<file path="config.mk">
export PLATFORM = sky130hd
export DESIGN_NAME = macrocell_array
export DESIGN_NICKNAME = d
export VERILOG_FILES = /design/src/pkg/plc_pkg.sv /design/src/rtl/sig_mem.sv /design/src/rtl/macrocell_array.sv
export VERILOG_INCLUDE_DIRS = /design/src /design/src/pkg
export SDC_FILE = /design/constraint.sdc
export NUM_CORES = 1
export LEC_CHECK = 0
export BUFFER_PORTS_ARGS = -buffer_cell sky130_fd_sc_hd__buf_2
export CORE_ASPECT_RATIO = 0.9
export CORE_MARGIN = 1.5
export CORE_UTILIZATION = 26
export CTS_BUF_LIST = sky130_fd_sc_hd__clkbuf_4 sky130_fd_sc_hd__clkbuf_8 sky130_fd_sc_hd__clkbuf_16
export CTS_CLUSTER_SIZE = 12
export DETAILED_ROUTE_END_ITERATION = 8
export PLACE_DENSITY = 0.52
export SYNTH_ARGS = -nofsm -noshare
export SYNTH_HDL_FRONTEND = slang
export SYNTH_SLANG_ARGS = --single-unit
</file>
<file path="constraint.sdc">
create_clock -name CLK_I -period 4.18 [get_ports CLK_I]
set_clock_uncertainty 0.1 [all_clocks]
set_input_delay 0.209 -clock CLK_I [delete_from_list [all_inputs] [get_ports CLK_I]]
set_output_delay 0.209 -clock CLK_I [all_outputs]
set_load 0.005 [all_outputs]
</file>
<file path="src/pkg/plc_regs.svh">
// Register offsets, field positions, reset values and timing counts
`ifndef PLC_REGS_SVH
`define PLC_REGS_SVH

// Register byte offsets
`define ADR_MODE 8'h00
`define ADR_CELLCFG 8'h04
`define ADR_PRELOAD 8'h08
`define ADR_STATUS 8'h0c
`define ADR_SECURE 8'h10
`define ADR_VERIFY 8'h14
`define ADR_SIG_ADDR 8'h18
`define ADR_SIG_DATA 8'h1c

// Field positions
`define PRE_MASK_LSB 8
`define STAT_SECURED_BIT 8
`define STAT_BUSY_BIT 9
`define STAT_REFUSED_BIT 10
`define VER_CFG_LSB 8

// Macrocell configuration codes
`define CFG_REG 2'h0
`define CFG_COMB_IO 2'h1
`define CFG_COMB_OUT 2'h2
`define CFG_INPUT 2'h3

// Reset values
`define MODE_RST 3'h4
`define CELLCFG_RST 16'hffff

// Timing
`define CLK_PERIOD_NS 20
`define PUC_TYP_NS 600
`define PUC_MAX_NS 1000
`define PUC_CYCLES ((`PUC_MAX_NS) / (`CLK_PERIOD_NS))

`endif

</file>
<file path="src/pkg/plc_pkg.sv">
// Types shared by the macrocell block
package plc_pkg;

  typedef enum logic [2:0] {
    MODE_REG = 3'b001,
    MODE_CPX = 3'b010,
    MODE_SMP = 3'b100
  } arch_mode_e;

  typedef enum logic [1:0] {
    PWR_CLEAR = 2'b01,
    PWR_RUN = 2'b10
  } pwr_state_e;

  typedef logic [1:0] cell_cfg_t;

  typedef struct packed {
    logic [7:0] adr;
    logic we;
    logic [3:0] sel;
    logic [31:0] dat;
  } wb_req_s;

  typedef struct packed {
    logic [7:0] out;
    logic [7:0] oe;
  } pin_drive_s;

endpackage : plc_pkg

</file>
<file path="src/rtl/sig_mem.sv">
// Small signature memory with registered read data
`timescale 1ns/1ps
module sig_mem #(
  parameter int WIDTH = 8,
  parameter int DEPTH = 8,
  parameter int AW = 3
) (
  input wire logic clk_i,
  input wire logic rstn_i,
  input wire logic ce_i,
  input wire logic we_i,
  input wire logic [AW-1:0] addr_i,
  input wire logic [WIDTH-1:0] wdata_i,
  output logic [WIDTH-1:0] rdata_o
);

  logic [WIDTH-1:0] mem [DEPTH];
  logic [WIDTH-1:0] next_rdata;

  always_comb begin
    next_rdata = mem[addr_i];
  end

  // Storage has no reset: contents are user data
  always_ff @(posedge clk_i) begin
    if (ce_i && we_i) begin
      mem[addr_i] <= wdata_i;
    end
  end

  always_ff @(posedge clk_i or negedge rstn_i) begin
    if (!rstn_i) begin
      rdata_o <= '0;
    end else if (ce_i) begin
      rdata_o <= next_rdata;
    end
  end

endmodule : sig_mem

</file>
<file path="src/rtl/macrocell_array.sv">
// Eight macrocells with power-up clear, preload, security and signature
//
// Summary of operation
// - Power-up clear drives every macrocell register low
// - Programmer preloads each register high or low
// - 64 signature bits always readable
// - Security fuse blocks verify and preload
// - Undriven pins read high through pull-up
// - Each macrocell picks one of four configurations
// - Exactly one of three architecture modes
// - Registered cells use clock pin and enable
// - Dedicated input cell never drives its pin
//
// Chosen here: the address map and the Wishbone interface to the registers.
`timescale 1ns/1ps
`include "plc_regs.svh"
module macrocell_array #(
  parameter int NCELL = 8,
  parameter int SIG_BYTES = 8
) (
  input wire logic CLK_I,
  input wire logic RSTN_I,
  input wire logic CE_I,
  input wire logic CYC_I,
  input wire logic STB_I,
  input wire logic WE_I,
  input wire logic [7:0] ADR_I,
  input wire logic [3:0] SEL_I,
  input wire logic [31:0] DAT_I,
  output logic [31:0] DAT_O,
  output logic ACK_O,
  input wire logic PCLK_I,
  input wire logic OE_N_I,
  input wire logic [NCELL-1:0] PIN_I,
  input wire logic [NCELL-1:0] PIN_DRIVEN_I,
  output logic [NCELL-1:0] PIN_O,
  output logic [NCELL-1:0] PIN_OE_O,
  input wire logic [NCELL-1:0] SUM_I,
  input wire logic [NCELL-1:0] PTOE_I,
  output logic [NCELL-1:0] FB_O,
  output logic [NCELL-1:0] REG_FB_O,
  output logic SECURED_O
);

  localparam int SW = 2 * NCELL + 2;
  localparam int CW = 7;
  localparam logic [CW-1:0] PUC_LAST = CW'(`PUC_CYCLES - 1);

  ////////////////////////////////////////////////////////////////////////
  // Pin synchronisers: three stages, change taken when stages 2 and 3 agree

  logic [SW-1:0] sync1;
  logic [SW-1:0] sync2;
  logic [SW-1:0] sync3;
  logic [SW-1:0] filt;
  logic [SW-1:0] next_filt;
  logic [SW-1:0] raw_pins;

  always_comb begin
    raw_pins = {PCLK_I, OE_N_I, PIN_DRIVEN_I, PIN_I};
    next_filt = (sync2 & sync3) | (filt & (sync2 | sync3));
  end

  // Enable pin resets to inactive, clock pin to low
  always_ff @(posedge CLK_I or negedge RSTN_I) begin
    if (!RSTN_I) begin
      sync1 <= {2'h1, {NCELL{1'b0}}, {NCELL{1'b1}}};
      sync2 <= {2'h1, {NCELL{1'b0}}, {NCELL{1'b1}}};
      sync3 <= {2'h1, {NCELL{1'b0}}, {NCELL{1'b1}}};
      filt <= {2'h1, {NCELL{1'b0}}, {NCELL{1'b1}}};
    end else if (CE_I) begin
      sync1 <= raw_pins;
      sync2 <= sync1;
      sync3 <= sync2;
      filt <= next_filt;
    end
  end

  logic pclk_f;
  logic pclk_prev;
  logic pclk_rise;
  logic oe_n_f;
  logic [NCELL-1:0] drv_f;
  logic [NCELL-1:0] pin_f;

  always_comb begin
    pclk_f = filt[SW-1];
    oe_n_f = filt[SW-2];
    drv_f = filt[2*NCELL-1:NCELL];
    pin_f = filt[NCELL-1:0];
    pclk_rise = pclk_f & ~pclk_prev;
  end

  ////////////////////////////////////////////////////////////////////////
  // Power-up clear sequencer

  plc_pkg::pwr_state_e pwr_state;
  plc_pkg::pwr_state_e next_pwr_state;
  logic [CW-1:0] puc_cnt;
  logic [CW-1:0] next_puc_cnt;

  always_comb begin
    next_pwr_state = pwr_state;
    next_puc_cnt = puc_cnt;
    case (pwr_state)
      plc_pkg::PWR_CLEAR: begin
        if (puc_cnt == PUC_LAST) begin
          next_pwr_state = plc_pkg::PWR_RUN;
        end else begin
          next_puc_cnt = puc_cnt + CW'(1);
        end
      end
      plc_pkg::PWR_RUN: begin
        next_puc_cnt = '0;
      end
      default: begin
        next_pwr_state = plc_pkg::PWR_CLEAR;
        next_puc_cnt = '0;
      end
    endcase
  end

  always_ff @(posedge CLK_I or negedge RSTN_I) begin
    if (!RSTN_I) begin
      pwr_state <= plc_pkg::PWR_CLEAR;
      puc_cnt <= '0;
      pclk_prev <= 1'b0;
    end else if (CE_I) begin
      pwr_state <= next_pwr_state;
      puc_cnt <= next_puc_cnt;
      pclk_prev <= pclk_f;
    end
  end

  logic busy;
  always_comb begin
    busy = (pwr_state != plc_pkg::PWR_RUN);
  end

  ////////////////////////////////////////////////////////////////////////
  // Wishbone programming port

  plc_pkg::wb_req_s req;
  logic acc;
  logic wr;
  always_comb begin
    req = '{adr: ADR_I, we: WE_I, sel: SEL_I, dat: DAT_I};
    acc = CYC_I & STB_I & ~ACK_O;
    wr = acc & req.we;
  end

  plc_pkg::arch_mode_e mode;
  plc_pkg::arch_mode_e next_mode;
  logic [2*NCELL-1:0] cellcfg;
  logic [2*NCELL-1:0] next_cellcfg;
  logic [NCELL-1:0] mc;
  logic [NCELL-1:0] next_mc;
  logic secured;
  logic next_secured;
  logic refused;
  logic next_refused;
  logic [2:0] sig_addr;
  logic [2:0] next_sig_addr;
  logic next_ack;
  logic [31:0] next_dat;
  logic [7:0] sig_rdata;
  logic sig_we;
  logic pre_hit;
  logic ver_hit;
  logic refuse_evt;

  always_comb begin
    next_mode = mode;
    next_cellcfg = cellcfg;
    next_secured = secured;
    next_sig_addr = sig_addr;
    next_ack = acc;
    next_dat = '0;
    sig_we = 1'b0;
    pre_hit = wr & (req.adr == `ADR_PRELOAD) & (&req.sel[1:0]);
    ver_hit = acc & ~req.we & (req.adr == `ADR_VERIFY);
    refuse_evt = (pre_hit & (secured | busy)) | (ver_hit & secured);
    if (req.adr == `ADR_MODE) begin
      next_dat = {29'h0, mode};
      if (wr && req.sel[0]) begin
        case (req.dat[2:0])
          3'b001: next_mode = plc_pkg::MODE_REG;
          3'b010: next_mode = plc_pkg::MODE_CPX;
          3'b100: next_mode = plc_pkg::MODE_SMP;
          default: next_mode = mode;
        endcase
      end
    end else if (req.adr == `ADR_CELLCFG) begin
      next_dat = {16'h0, cellcfg};
      if (wr && req.sel[0]) begin
        next_cellcfg[7:0] = req.dat[7:0];
      end
      if (wr && req.sel[1]) begin
        next_cellcfg[15:8] = req.dat[15:8];
      end
    end else if (req.adr == `ADR_STATUS) begin
      next_dat = {21'h0, refused, busy, secured, mc};
    end else if (req.adr == `ADR_SECURE) begin
      next_dat = {31'h0, secured};
      if (wr && req.sel[0] && req.dat[0]) begin
        next_secured = 1'b1;
      end
    end else if (req.adr == `ADR_VERIFY) begin
      if (!secured) begin
        next_dat = {cellcfg, 5'h0, mode, 8'h0};
      end
    end else if (req.adr == `ADR_SIG_ADDR) begin
      next_dat = {29'h0, sig_addr};
      if (wr && req.sel[0]) begin
        next_sig_addr = req.dat[2:0];
      end
    end else if (req.adr == `ADR_SIG_DATA) begin
      next_dat = {24'h0, sig_rdata};
      sig_we = wr & req.sel[0];
    end
    if (!acc || req.we) begin
      next_dat = '0;
    end
    // Set wins over a same-cycle clear
    next_refused = refused;
    if (wr && req.adr == `ADR_STATUS && req.sel[1] &&
        req.dat[`STAT_REFUSED_BIT]) begin
      next_refused = 1'b0;
    end
    if (refuse_evt) begin
      next_refused = 1'b1;
    end
  end

  always_ff @(posedge CLK_I or negedge RSTN_I) begin
    if (!RSTN_I) begin
      mode <= plc_pkg::MODE_SMP;
      cellcfg <= `CELLCFG_RST;
      secured <= 1'b0;
      refused <= 1'b0;
      sig_addr <= '0;
      ACK_O <= 1'b0;
      DAT_O <= '0;
    end else if (CE_I) begin
      mode <= next_mode;
      cellcfg <= next_cellcfg;
      secured <= next_secured;
      refused <= next_refused;
      sig_addr <= next_sig_addr;
      ACK_O <= next_ack;
      DAT_O <= next_dat;
    end
  end

  sig_mem #(
    .WIDTH(8),
    .DEPTH(SIG_BYTES),
    .AW(3)
  ) u_sig (
    .clk_i(CLK_I),
    .rstn_i(RSTN_I),
    .ce_i(CE_I),
    .we_i(sig_we),
    .addr_i(sig_addr),
    .wdata_i(req.dat[7:0]),
    .rdata_o(sig_rdata)
  );

  ////////////////////////////////////////////////////////////////////////
  // Macrocell registers and pin drivers

  plc_pkg::pin_drive_s drive;
  logic [NCELL-1:0] next_fb;
  logic [NCELL-1:0] pre_mask;
  logic pre_ok;

  always_comb begin
    pre_mask = req.dat[`PRE_MASK_LSB +: NCELL];
    pre_ok = pre_hit & ~secured & ~busy;
  end

  genvar gi;
  generate
    for (gi = 0; gi < NCELL; gi++) begin : g_cell
      plc_pkg::cell_cfg_t cfg;
      logic reg_cell;
      always_comb begin
        cfg = cellcfg[2*gi +: 2];
        reg_cell = (cfg == `CFG_REG) && (mode == plc_pkg::MODE_REG);
        if (busy) begin
          next_mc[gi] = 1'b0;
        end else if (pre_ok && pre_mask[gi]) begin
          next_mc[gi] = req.dat[gi];
        // Clock edges only counted after clear
        end else if (pclk_rise && reg_cell) begin
          next_mc[gi] = SUM_I[gi];
        end else begin
          next_mc[gi] = mc[gi];
        end
        if (reg_cell) begin
          drive.out[gi] = ~mc[gi];
          drive.oe[gi] = ~oe_n_f;
        end else if (cfg == `CFG_INPUT) begin
          drive.out[gi] = 1'b1;
          drive.oe[gi] = 1'b0;
        end else if (cfg == `CFG_COMB_IO &&
                     mode != plc_pkg::MODE_SMP) begin
          drive.out[gi] = SUM_I[gi];
          drive.oe[gi] = PTOE_I[gi];
        end else begin
          drive.out[gi] = SUM_I[gi];
          drive.oe[gi] = 1'b1;
        end
        if (PIN_OE_O[gi]) begin
          next_fb[gi] = PIN_O[gi];
        end else if (drv_f[gi]) begin
          next_fb[gi] = pin_f[gi];
        end else begin
          next_fb[gi] = 1'b1;
        end
      end
    end
  endgenerate

  // Driver starts off so nothing fights the board during clear
  always_ff @(posedge CLK_I or negedge RSTN_I) begin
    if (!RSTN_I) begin
      mc <= '0;
      PIN_O <= '1;
      PIN_OE_O <= '0;
      FB_O <= '1;
      REG_FB_O <= '0;
      SECURED_O <= 1'b0;
    end else if (CE_I) begin
      mc <= next_mc;
      PIN_O <= drive.out;
      PIN_OE_O <= drive.oe;
      FB_O <= next_fb;
      REG_FB_O <= next_mc;
      SECURED_O <= next_secured;
    end
  end

endmodule : macrocell_array

</file>
== Word-level counts from Yosys, hierarchy flattened ==
Memories as Yosys holds them, arrays and structs flattened. A register that Yosys moved wholly into a read port is not among the register bits.
Cells that the tools add are included.
W data, S select, Z words.

* Bits in writable memories: 64
* Word-level logic and storage cells: 289
* Flip-flop bits (word level): 171
* Output and inout bits: 66
* Memories kept: 1
* Input port bits: 84

{| class="wikitable"
|+ Memories
! name !! depth !! bits a word !! read ports !! clocked after memory_dff !! write ports !! line !! source
|-
| u_sig.mem || 8 || 8 || 1 || 1 || 1 || sig_mem.sv:17 || <nowiki>logic [WIDTH-1:0] mem [DEPTH];</nowiki>
|}

* Reductions and logical operators: 78
* Equal/unequal tests: 34
* Bitwise logic cells: 39
* Add/subtract/negate cells: 1
* Mux-type cells: 110

{| class="wikitable"
|+ Operator list
! operator !! count
|-
| $mux W32 || 7
|-
| $mux W1 || 96
|-
| $logic_and A1 B1 Y1 || 39
|-
| $and A18 B18 Y18 || 2
|-
| $or A18 B18 Y18 || 2
|-
| $eq A8 B5 Y1 const B || 4
|-
| $reduce_bool A3 Y1 || 9
|-
| $reduce_and A2 Y1 || 11
|-
| $not A1 Y1 || 20
|-
| $eq A2 B1 Y1 const B || 9
|-
| $eq A2 B2 Y1 const B || 9
|-
| $eq A8 B4 Y1 const B || 2
|-
| $logic_not A2 Y1 || 8
|-
| $mux W8 || 2
|-
| $mux W7 || 2
|-
| $and A1 B1 Y1 || 13
|-
| $reduce_and A4 Y1 || 3
|-
| $pmux W3 S3 || 1
|-
| $eq A8 B3 Y1 const B || 1
|-
| $logic_not A8 Y1 || 1
|-
| $reduce_and A8 Y1 || 1
|-
| $add A7 B1 Y7 const B || 1
|-
| $eq A7 B6 Y1 const B || 1
|-
| $eq A3 B1 Y1 const B || 2
|-
| 12 further kinds || 16
|}

== Logic depth before layout (Yosys ltp) ==
Gate-level depths: netlist of the first run.

* Depth after elaboration: 14
* Mapped depth: 7
* Depth with buffers taken out: 6

== Cells and area by module ==
From an unflattened synthesis of the first run, not the netlist that was laid out.

* Cells, all modules: 909
* Area, all modules: 10842.9 µm²

{| class="wikitable"
|+ By module, submodules not included
! module !! cells each !! sequential area each (µm²) !! times used !! area each (µm²)
|-
| macrocell_array || 760 || 4366.7 || 1 || 8020.2
|-
| sig_mem || 149 || 2122.0 || 1 || 2822.7
|}

== Least setup slack after synthesis of the first run ==
Ideal clock, no wire load.

* Path kind: register -> register
* Start point: register ACK_O
* End point: memory u_sig.mem[4][0], enable pin
* Clock period less this slack: 2.262 ns
* Required time: 3.697 ns
* Path buffers: 0
* Setup slack: 1.918 ns
* Arrival: 1.778 ns
* Setup time: 0.383 ns
* Stages on the path, launching flop included: 5
* Cells stage by stage: dfrtp_1 nand3b_4 nor3_1 nand3_1 nor3_1

* Cells in the longest elaborated chain, start to end: 14

{| class="wikitable"
|+ RTL lines
! item !! line !! source
|-
| start, declared || macrocell_array.sv:31 || <nowiki>output logic ACK_O,</nowiki>
|-
| start signal, assigned || macrocell_array.sv:250 || <nowiki>ACK_O <= next_ack;</nowiki>
|-
| $not A1 Y1 || macrocell_array.sv:148 || <nowiki>acc = CYC_I & STB_I & ~ACK_O;</nowiki>
|-
| $and A1 B1 Y1 || macrocell_array.sv:148 ||
|-
| $and A1 B1 Y1 || macrocell_array.sv:149 || <nowiki>wr = acc & req.we;</nowiki>
|-
| $and A1 B1 Y1 || macrocell_array.sv:219 || <nowiki>sig_we = wr & req.sel[0];</nowiki>
|-
| $mux W1 || macrocell_array.sv:217 || <nowiki>end else if (req.adr == `ADR_SIG_DATA) begin</nowiki>
|-
| $mux W1 || macrocell_array.sv:212 || <nowiki>end else if (req.adr == `ADR_SIG_ADDR) begin</nowiki>
|-
| $mux W1 || macrocell_array.sv:208 || <nowiki>end else if (req.adr == `ADR_VERIFY) begin</nowiki>
|-
| $mux W1 || macrocell_array.sv:203 || <nowiki>end else if (req.adr == `ADR_SECURE) begin</nowiki>
|-
| $mux W1 || macrocell_array.sv:201 || <nowiki>end else if (req.adr == `ADR_STATUS) begin</nowiki>
|-
| $mux W1 || macrocell_array.sv:193 || <nowiki>end else if (req.adr == `ADR_CELLCFG) begin</nowiki>
|-
| $mux W1 || macrocell_array.sv:183 || <nowiki>if (req.adr == `ADR_MODE) begin</nowiki>
|-
| $logic_and A1 B1 Y1 || sig_mem.sv:26 || <nowiki>if (ce_i && we_i) begin</nowiki>
|-
| $mux W1 || sig_mem.sv:26 ||
|-
| $mux W1 (not written as such) || sig_mem.sv:27 || <nowiki>mem[addr_i] <= wdata_i;</nowiki>
|-
| end, declared || sig_mem.sv:17 ||
|}

Every way passes these cells.

== Worst setup path after layout of the first run ==
* Start point: input port CE_I
* End point: register REG_FB_O[3]

* Cells in the longest elaborated chain, start to end: 1

{| class="wikitable"
|+ RTL lines
! item !! line !! source
|-
| start, declared || macrocell_array.sv:23 || <nowiki>input wire logic CE_I,</nowiki>
|-
| $reduce_and A2 Y1 (no source line) || -- ||
|-
| end signal, assigned || macrocell_array.sv:339 || <nowiki>REG_FB_O <= next_mc;</nowiki>
|-
| end, declared || macrocell_array.sv:41 || <nowiki>output logic [NCELL-1:0] REG_FB_O,</nowiki>
|}

Every way passes these cells.
A chain may end at the register's enable or synchronous reset.

==> flow_summary.json, run 1 <==
{
  "cp-end-kind": "flop",
  "drc": 0,
  "vias": 7718,
  "antenna_found_initial": 0,
  "dr.pass1.iters": 5,
  "crit_family": "buffers and inverters",
  "critPathMaxFanout": 82,
  "arrival_ps": 2930,
  "drv_cap": 0,
  "netlist.area_leader.share_pct": 25.2,
  "nets": 1115,
  "clkTransAtPathRegs_ps": 60,
  "avgSynthCellArea_um2": 12.5,
  "clock_sinks": 243,
  "slowest_stage": "buf_4",
  "ys_types": 67,
  "drt_iter0_markers": 598,
  "yosys-top-cells-area": "dfrtp_1, edfxtp_1, dfstp_2",
  "avgViaCountPerCell": 4.85,
  "synth-edff-count": 64,
  "fin_cells": 1590,
  "grt_usage_pct": 14.4,
  "cts_root_buf": "clkbuf_16",
  "slew_viol_final": 0,
  "numPortBuffers": 131,
  "syn_to_final_growth_pct": 23.3,
  "async_reset_ff_share_pct": 73.7,
  "critical_path_buf_inv_count": 3,
  "cts_tree": "built",
  "yosys.area.top_type": "dfrtp_1",
  "fmax_mhz": 392,
  "finalHoldViolCount": 0,
  "hpwl_mm": 21.4,
  "synth_seq_cells": 243,
  "tns_ps": 0,
  "htree_levels": 1,
  "die_area_mm2": 0.0428,
  "wl_per_cell_um": 19.2,
  "ant_nets": 0,
  "grt_pass1_wl_mm": 47.4,
  "syn_inst": 866,
  "io_pins": 150,
  "final_common_cell": "buf_2",
  "grt-ovfl-total": 0,
  "fp.dieW_um": 218,
  "worstPathRequired_ps": 4550,
  "crit_path_frequent_cell": "buf_4",
  "fin_crit_sh_pct": 61.1,
  "core_area_mm2": 0.0408,
  "start_kind": "input pin",
  "start_util_pct": 26.5,
  "grt_pass1_vias": 7814,
  "max_slew_margin_pct": 29.7,
  "antenna-diode-count": 0,
  "synth_flop_cell": "dfrtp_1",
  "clockBufferDepth": 3,
  "rows": 70,
  "clk_latency_ps": 550,
  "status": "finished, final reports clean",
  "worstSetupPathType": "input pin to flop",
  "layout_common_cells": "buf_2, dfrtp_1, o21ai_0",
  "yosysWarnings": 0,
  "fin_crit_ps": 2550,
  "path_cells": "dlygate4sd3_1 -> buf_4 -> buf_4 -> and3b_1 -> nand3_1 -> a311oi_1 -> a311o_1",
  "worst_pin_slew_ps": 1050,
  "grt_max_degree": 83,
  "rsz0062_at_grt": "false",
  "place.gp.congestion": 0.799,
  "synth_nets": 952,
  "wl_mm": 30.5,
  "numCtsBuffers": 27,
  "synth-seq-area-share_pct": 60.1,
  "synth_area_mm2": 0.0108,
  "setup_violations": 0,
  "layout-drive-gt1-share_pct": 33.2,
  "slowest_delay_ps": 690,
  "dp.cells": 1500,
  "p_per_area_mw_per_mm2": 454,
  "die-height_um": 196,
  "ir_worst_vdd_mv": 0.290,
  "p_leak_nw": 5.35,
  "hold_path_class": "input pin to flop"
}
==> state kept, by name, summed over array words and instances (netlist names), 2 cells and up <==
signal / flops
u_sig.mem: 64
pwr_state: 2
u_sig.rdata_o: 8
DAT_O: 32
PIN_O: 8
sync3: 18
cellcfg: 16
sig_addr: 3
filt: 18
puc_cnt: 7
sync2: 18
mode: 3
FB_O: 8
PIN_OE_O: 8
REG_FB_O: 8
sync1: 18
==> kinds of logic (layout without fill, tap and decap cells) <==
family	count (synthesis)	count (layout)	share of synthesized area (%)
AOI/OAI and AO/OA	259	259	15.9
buffers and inverters	101	285	3.72
muxes	97	97	11.6
DFF	243	243	60.1
and+or+nand+nor	161	161	8.23
adders and majority gates	2	2	0.232
xor gates and xnor gates	3	3	0.243
==> power breakdown <==
group | total [mW] | switching, mW | internal, mW
combinational | 0.732 | 0.399 | 0.334
sequential | 2.97 | 0.190 | 2.78
clock | 2.35 | 0.953 | 1.39
total | 6.04 | 1.54 | 4.50
==> cells in the mapped netlist, drive strengths merged (12+ instances only) <==
| cell | n |
|---|---|
| clkbuf | 39 |
| dfstp | 70 |
| nor2 | 53 |
| a21oi | 51 |
| inv | 50 |
| o21ai | 80 |
| buf | 12 |
| mux2i | 15 |
| mux4 | 16 |
| mux2 | 66 |
| a31oi | 13 |
| nand2 | 37 |
| a22o | 22 |
| dfrtp | 109 |
| a311oi | 16 |
| edfxtp | 64 |
==> worst min-delay path: stages <==
cell and delay (ps):
buf_2 110, nor2_1 40, o21ai_0 70, o211ai_1 110
o21ai_0 90
==> what timing repair did <==
item | 4_1_cts | 5_1_grt
hold buffers | 40 | 0
endpoints found under the hold margin | 169 | 0
buffers inserted | 0 | 0
resized for setup | 0 | 0
==> metrics by stage <==
stage | hold slack (ps) | setup WS, ps | power [mW] | cell area, um^2 | utilization (%)
6_report | 10.4 | 1630 | 6.04 | 13300 | 32.6
5_1_grt | 18.0 | 1440 | 6.34 | 13300 | 32.6
4_1_cts | 0.625 | 1660 | 6.13 | 13300 | 32.6
3_5_place_dp | 138 | 1470 | 3.72 | 12000 | 29.5
3_3_place_gp | 133 | 1500 | 3.69 | 12000 | 29.5
2_1_floorplan | -187 | 1920 | 3.38 | 10800 | -
==> path summary, 6_finish.rpt <==
check / slack (ps) / to / cells after the start / start
worst max-delay path: 1630 / REG_FB_O[3]$_DFFE_PN0P_ / 7 / CE_I
worst min-delay path: 10 / PIN_O[1]$_DFFE_PN1P_ / 5 / SUM_I[1]
worst max register to register: 1710 / u_sig.mem[7][6]$_DFFE_PP_ / 2 / sig_addr[2]$_DFFE_PN0P_
worst min register to register: 390 / filt[16]$_DFFE_PN1P_ / 2 / sync3[16]$_DFFE_PN1P_
max in group asynchronous: 2670 / DAT_O[18]$_DFFE_PN0P_ / 3 / RSTN_I
min in group asynchronous: 110 / sync1[14]$_DFFE_PN0P_ / 2 / RSTN_I
==> area by class of cell <==
cell class / count / area [um^2]
clock buffers: 40 / 805
multi-input cells: 522 / 3920
fillers: 4156 / 27500
flip-flops and latches: 243 / 6490
clock inverters: 10 / 80.1
inverters: 50 / 188
well taps: 540 / 676
repair buffers: 185 / 1170
==> routing by layer <==
layer / global-route usage [%] / wire, um / up-vias
met1: 20.0 / 14000 / 3908
met5: 0 / 0 / -
met2: 22.5 / 14000 / 178
met4: 4.09 / 816 / 0
li1: - / - / 3582
met3: 2.98 / 1630 / 50
(Power assumes the default switching activity.)
==> run 2, diff against run 1 <==
Settings changed: PLACE_DENSITY 0.52 to 0.54.
Clock period 4.18 ns to 2.1 ns, I/O delays scaled along.
==> flow_summary.json, run 2 (synthesis gave the netlist of run 1 again) <==
{
  "holdPathStages": 5,
  "fin_crit_sh_pct": 95.0,
  "slowest_delay_ps": 460,
  "ir_worst_vdd_mv": 0.582,
  "antenna_found_initial": 3,
  "clockBufferDepth": 3,
  "p_per_area_mw_per_mm2": 893,
  "arrival_ps": 2320,
  "max_slew_margin_pct": 57.6,
  "final_common_cell": "buf_2",
  "fmax_mhz": 501,
  "start_util_pct": 26.5,
  "nets": 1173,
  "slew_viol_final": 0,
  "rsz0062_at_grt": "false",
  "clk_latency_ps": 540,
  "avgViaCountPerCell": 4.79,
  "grt_pass1_vias": 7773,
  "cts_tree": "built",
  "dp_slack_ps": 51.0,
  "cts_setup_buffers": 0,
  "grt_max_degree": 61,
  "finalHoldViolCount": 0,
  "core_area_mm2": 0.0408,
  "multiInputGateArea_mm2": 0.00394,
  "place.gp.congestion": 0.861,
  "clkTransAtPathRegs_ps": 60,
  "drc": 0,
  "ant_nets": 0,
  "start_kind": "flop",
  "cts_root_buf": "clkbuf_16",
  "wl_mm": 30.4,
  "htree_levels": 1,
  "slowest_stage": "or3_1",
  "fin_area_mm2": 0.0140,
  "reg_top3": "u_sig.mem: 64 flops, DAT_O: 32 flops",
  "setup_violations": 0,
  "die-height_um": 196,
  "numCtsBuffers": 28,
  "io_pins": 150,
  "hold_path_class": "input pin to flop",
  "tns_ps": 0,
  "wl_per_cell_um": 18.4,
  "critPathMaxFanout": 6,
  "numPortBuffers": 131,
  "worstSetupPathType": "flop to flop",
  "grt_usage_pct": 14.0,
  "grt_pass1_wl_mm": 46.7,
  "hpwl_mm": 21.8,
  "path_cells": "nand3b_4 -> or3b_1 -> or3_1 -> o32ai_1",
  "drv_cap": 0,
  "clock_sinks": 243,
  "seq_area_mm2": 0.00649,
  "regMostFlops": "u_sig.mem",
  "p_leak_nw": 5.68,
  "layout_common_cells": "buf_2, dfrtp_1, o21ai_0",
  "fp.dieW_um": 218,
  "holdWs_ps": 33.9,
  "power_mw": 12.5,
  "die_area_mm2": 0.0428,
  "dr.pass1.iters": 5,
  "r2r.worst_path.cells": 4,
  "fillers": 4110,
  "fin_crit_ps": 1990,
  "rows": 70,
  "worst_pin_slew_ps": 635,
  "layout-drive-gt1-share_pct": 35.5,
  "vias": 7902,
  "grt-ovfl-total": 0,
  "status": "finished, final reports clean",
  "drt_iter0_markers": 617,
  "worstPathRequired_ps": 2430,
  "cp-end-kind": "flop",
  "dpl_cell_area_mm2": 0.0124,
  "largest_reg_flops": 64,
  "worst_slack_ps": 106,
  "syn_to_final_growth_pct": 29.4
}
-- run 2: area by class of cell --
class,instances,area share (%)
diodes,2,0.0358
clock buffers,35,5.52
clock inverters,15,1.34
inverters,50,1.34
multi-input cells,522,28.2
flip-flops and latches,243,46.4
well taps,540,4.83
repair buffers,242,12.3
-- run 2: worst max-delay path, delay by kind of cell, from the launching register on --
kind / cells / cell delay, ps
flops: 1 / 400
simple gates: 3 / 1050
compound gates: 1 / 330
-- run 2: what timing repair did --
action | in CTS | in global routing
resized for setup | 0 | 2
endpoints found under the hold margin | 258 | 0
hold buffers | 57 | 0
endpoints found under the setup margin | 0 | 10
-- run 2: final timing paths --
| path | start | to | slack (ps) |
|---|---|---|---|
| min in group asynchronous | RSTN_I | sync1[3]$_DFFE_PN1P_ | 160 |
| max in group asynchronous | RSTN_I | cellcfg[2]$_DFFE_PN1P_ | 1380 |
| hold reg to reg | DAT_O[2]$_DFFE_PN0P_ | DAT_O[2]$_DFFE_PN0P_ | 390 |
| setup / recovery | ACK_O$_DFFE_PN0P_ | DAT_O[4]$_DFFE_PN0P_ | 110 |
| setup reg to reg | ACK_O$_DFFE_PN0P_ | DAT_O[4]$_DFFE_PN0P_ | 110 |
| hold / removal | ADR_I[6] | refused$_DFFE_PN0P_ | 30 |
-- run 2: power by group --
group | internal (mW) | switching (mW) | total (mW) | leakage, nW
registers | 5.53 | 0.385 | 5.91 | 2.68
clock network | 3.08 | 1.92 | 5.00 | 0.473
logic | 0.764 | 0.811 | 1.57 | 2.52
-- run 2: through the flow --
stage	util, %	instances
5_1_grt	34.2	1648
4_1_cts	34.2	1647
6_report	34.2	1649
3_5_place_dp	30.4	1540
3_3_place_gp	30.4	1540
2_1_floorplan	-	866
-- run 2: routing by layer --
metal  vias up  track usage, %  share of wire [%]
li1       3699               -                  -
met4         0            2.94                1.8
met5         -               0                  0
met1      3973            19.5                 46
met3        32            2.41                5.3
met2       198            22.7                 47
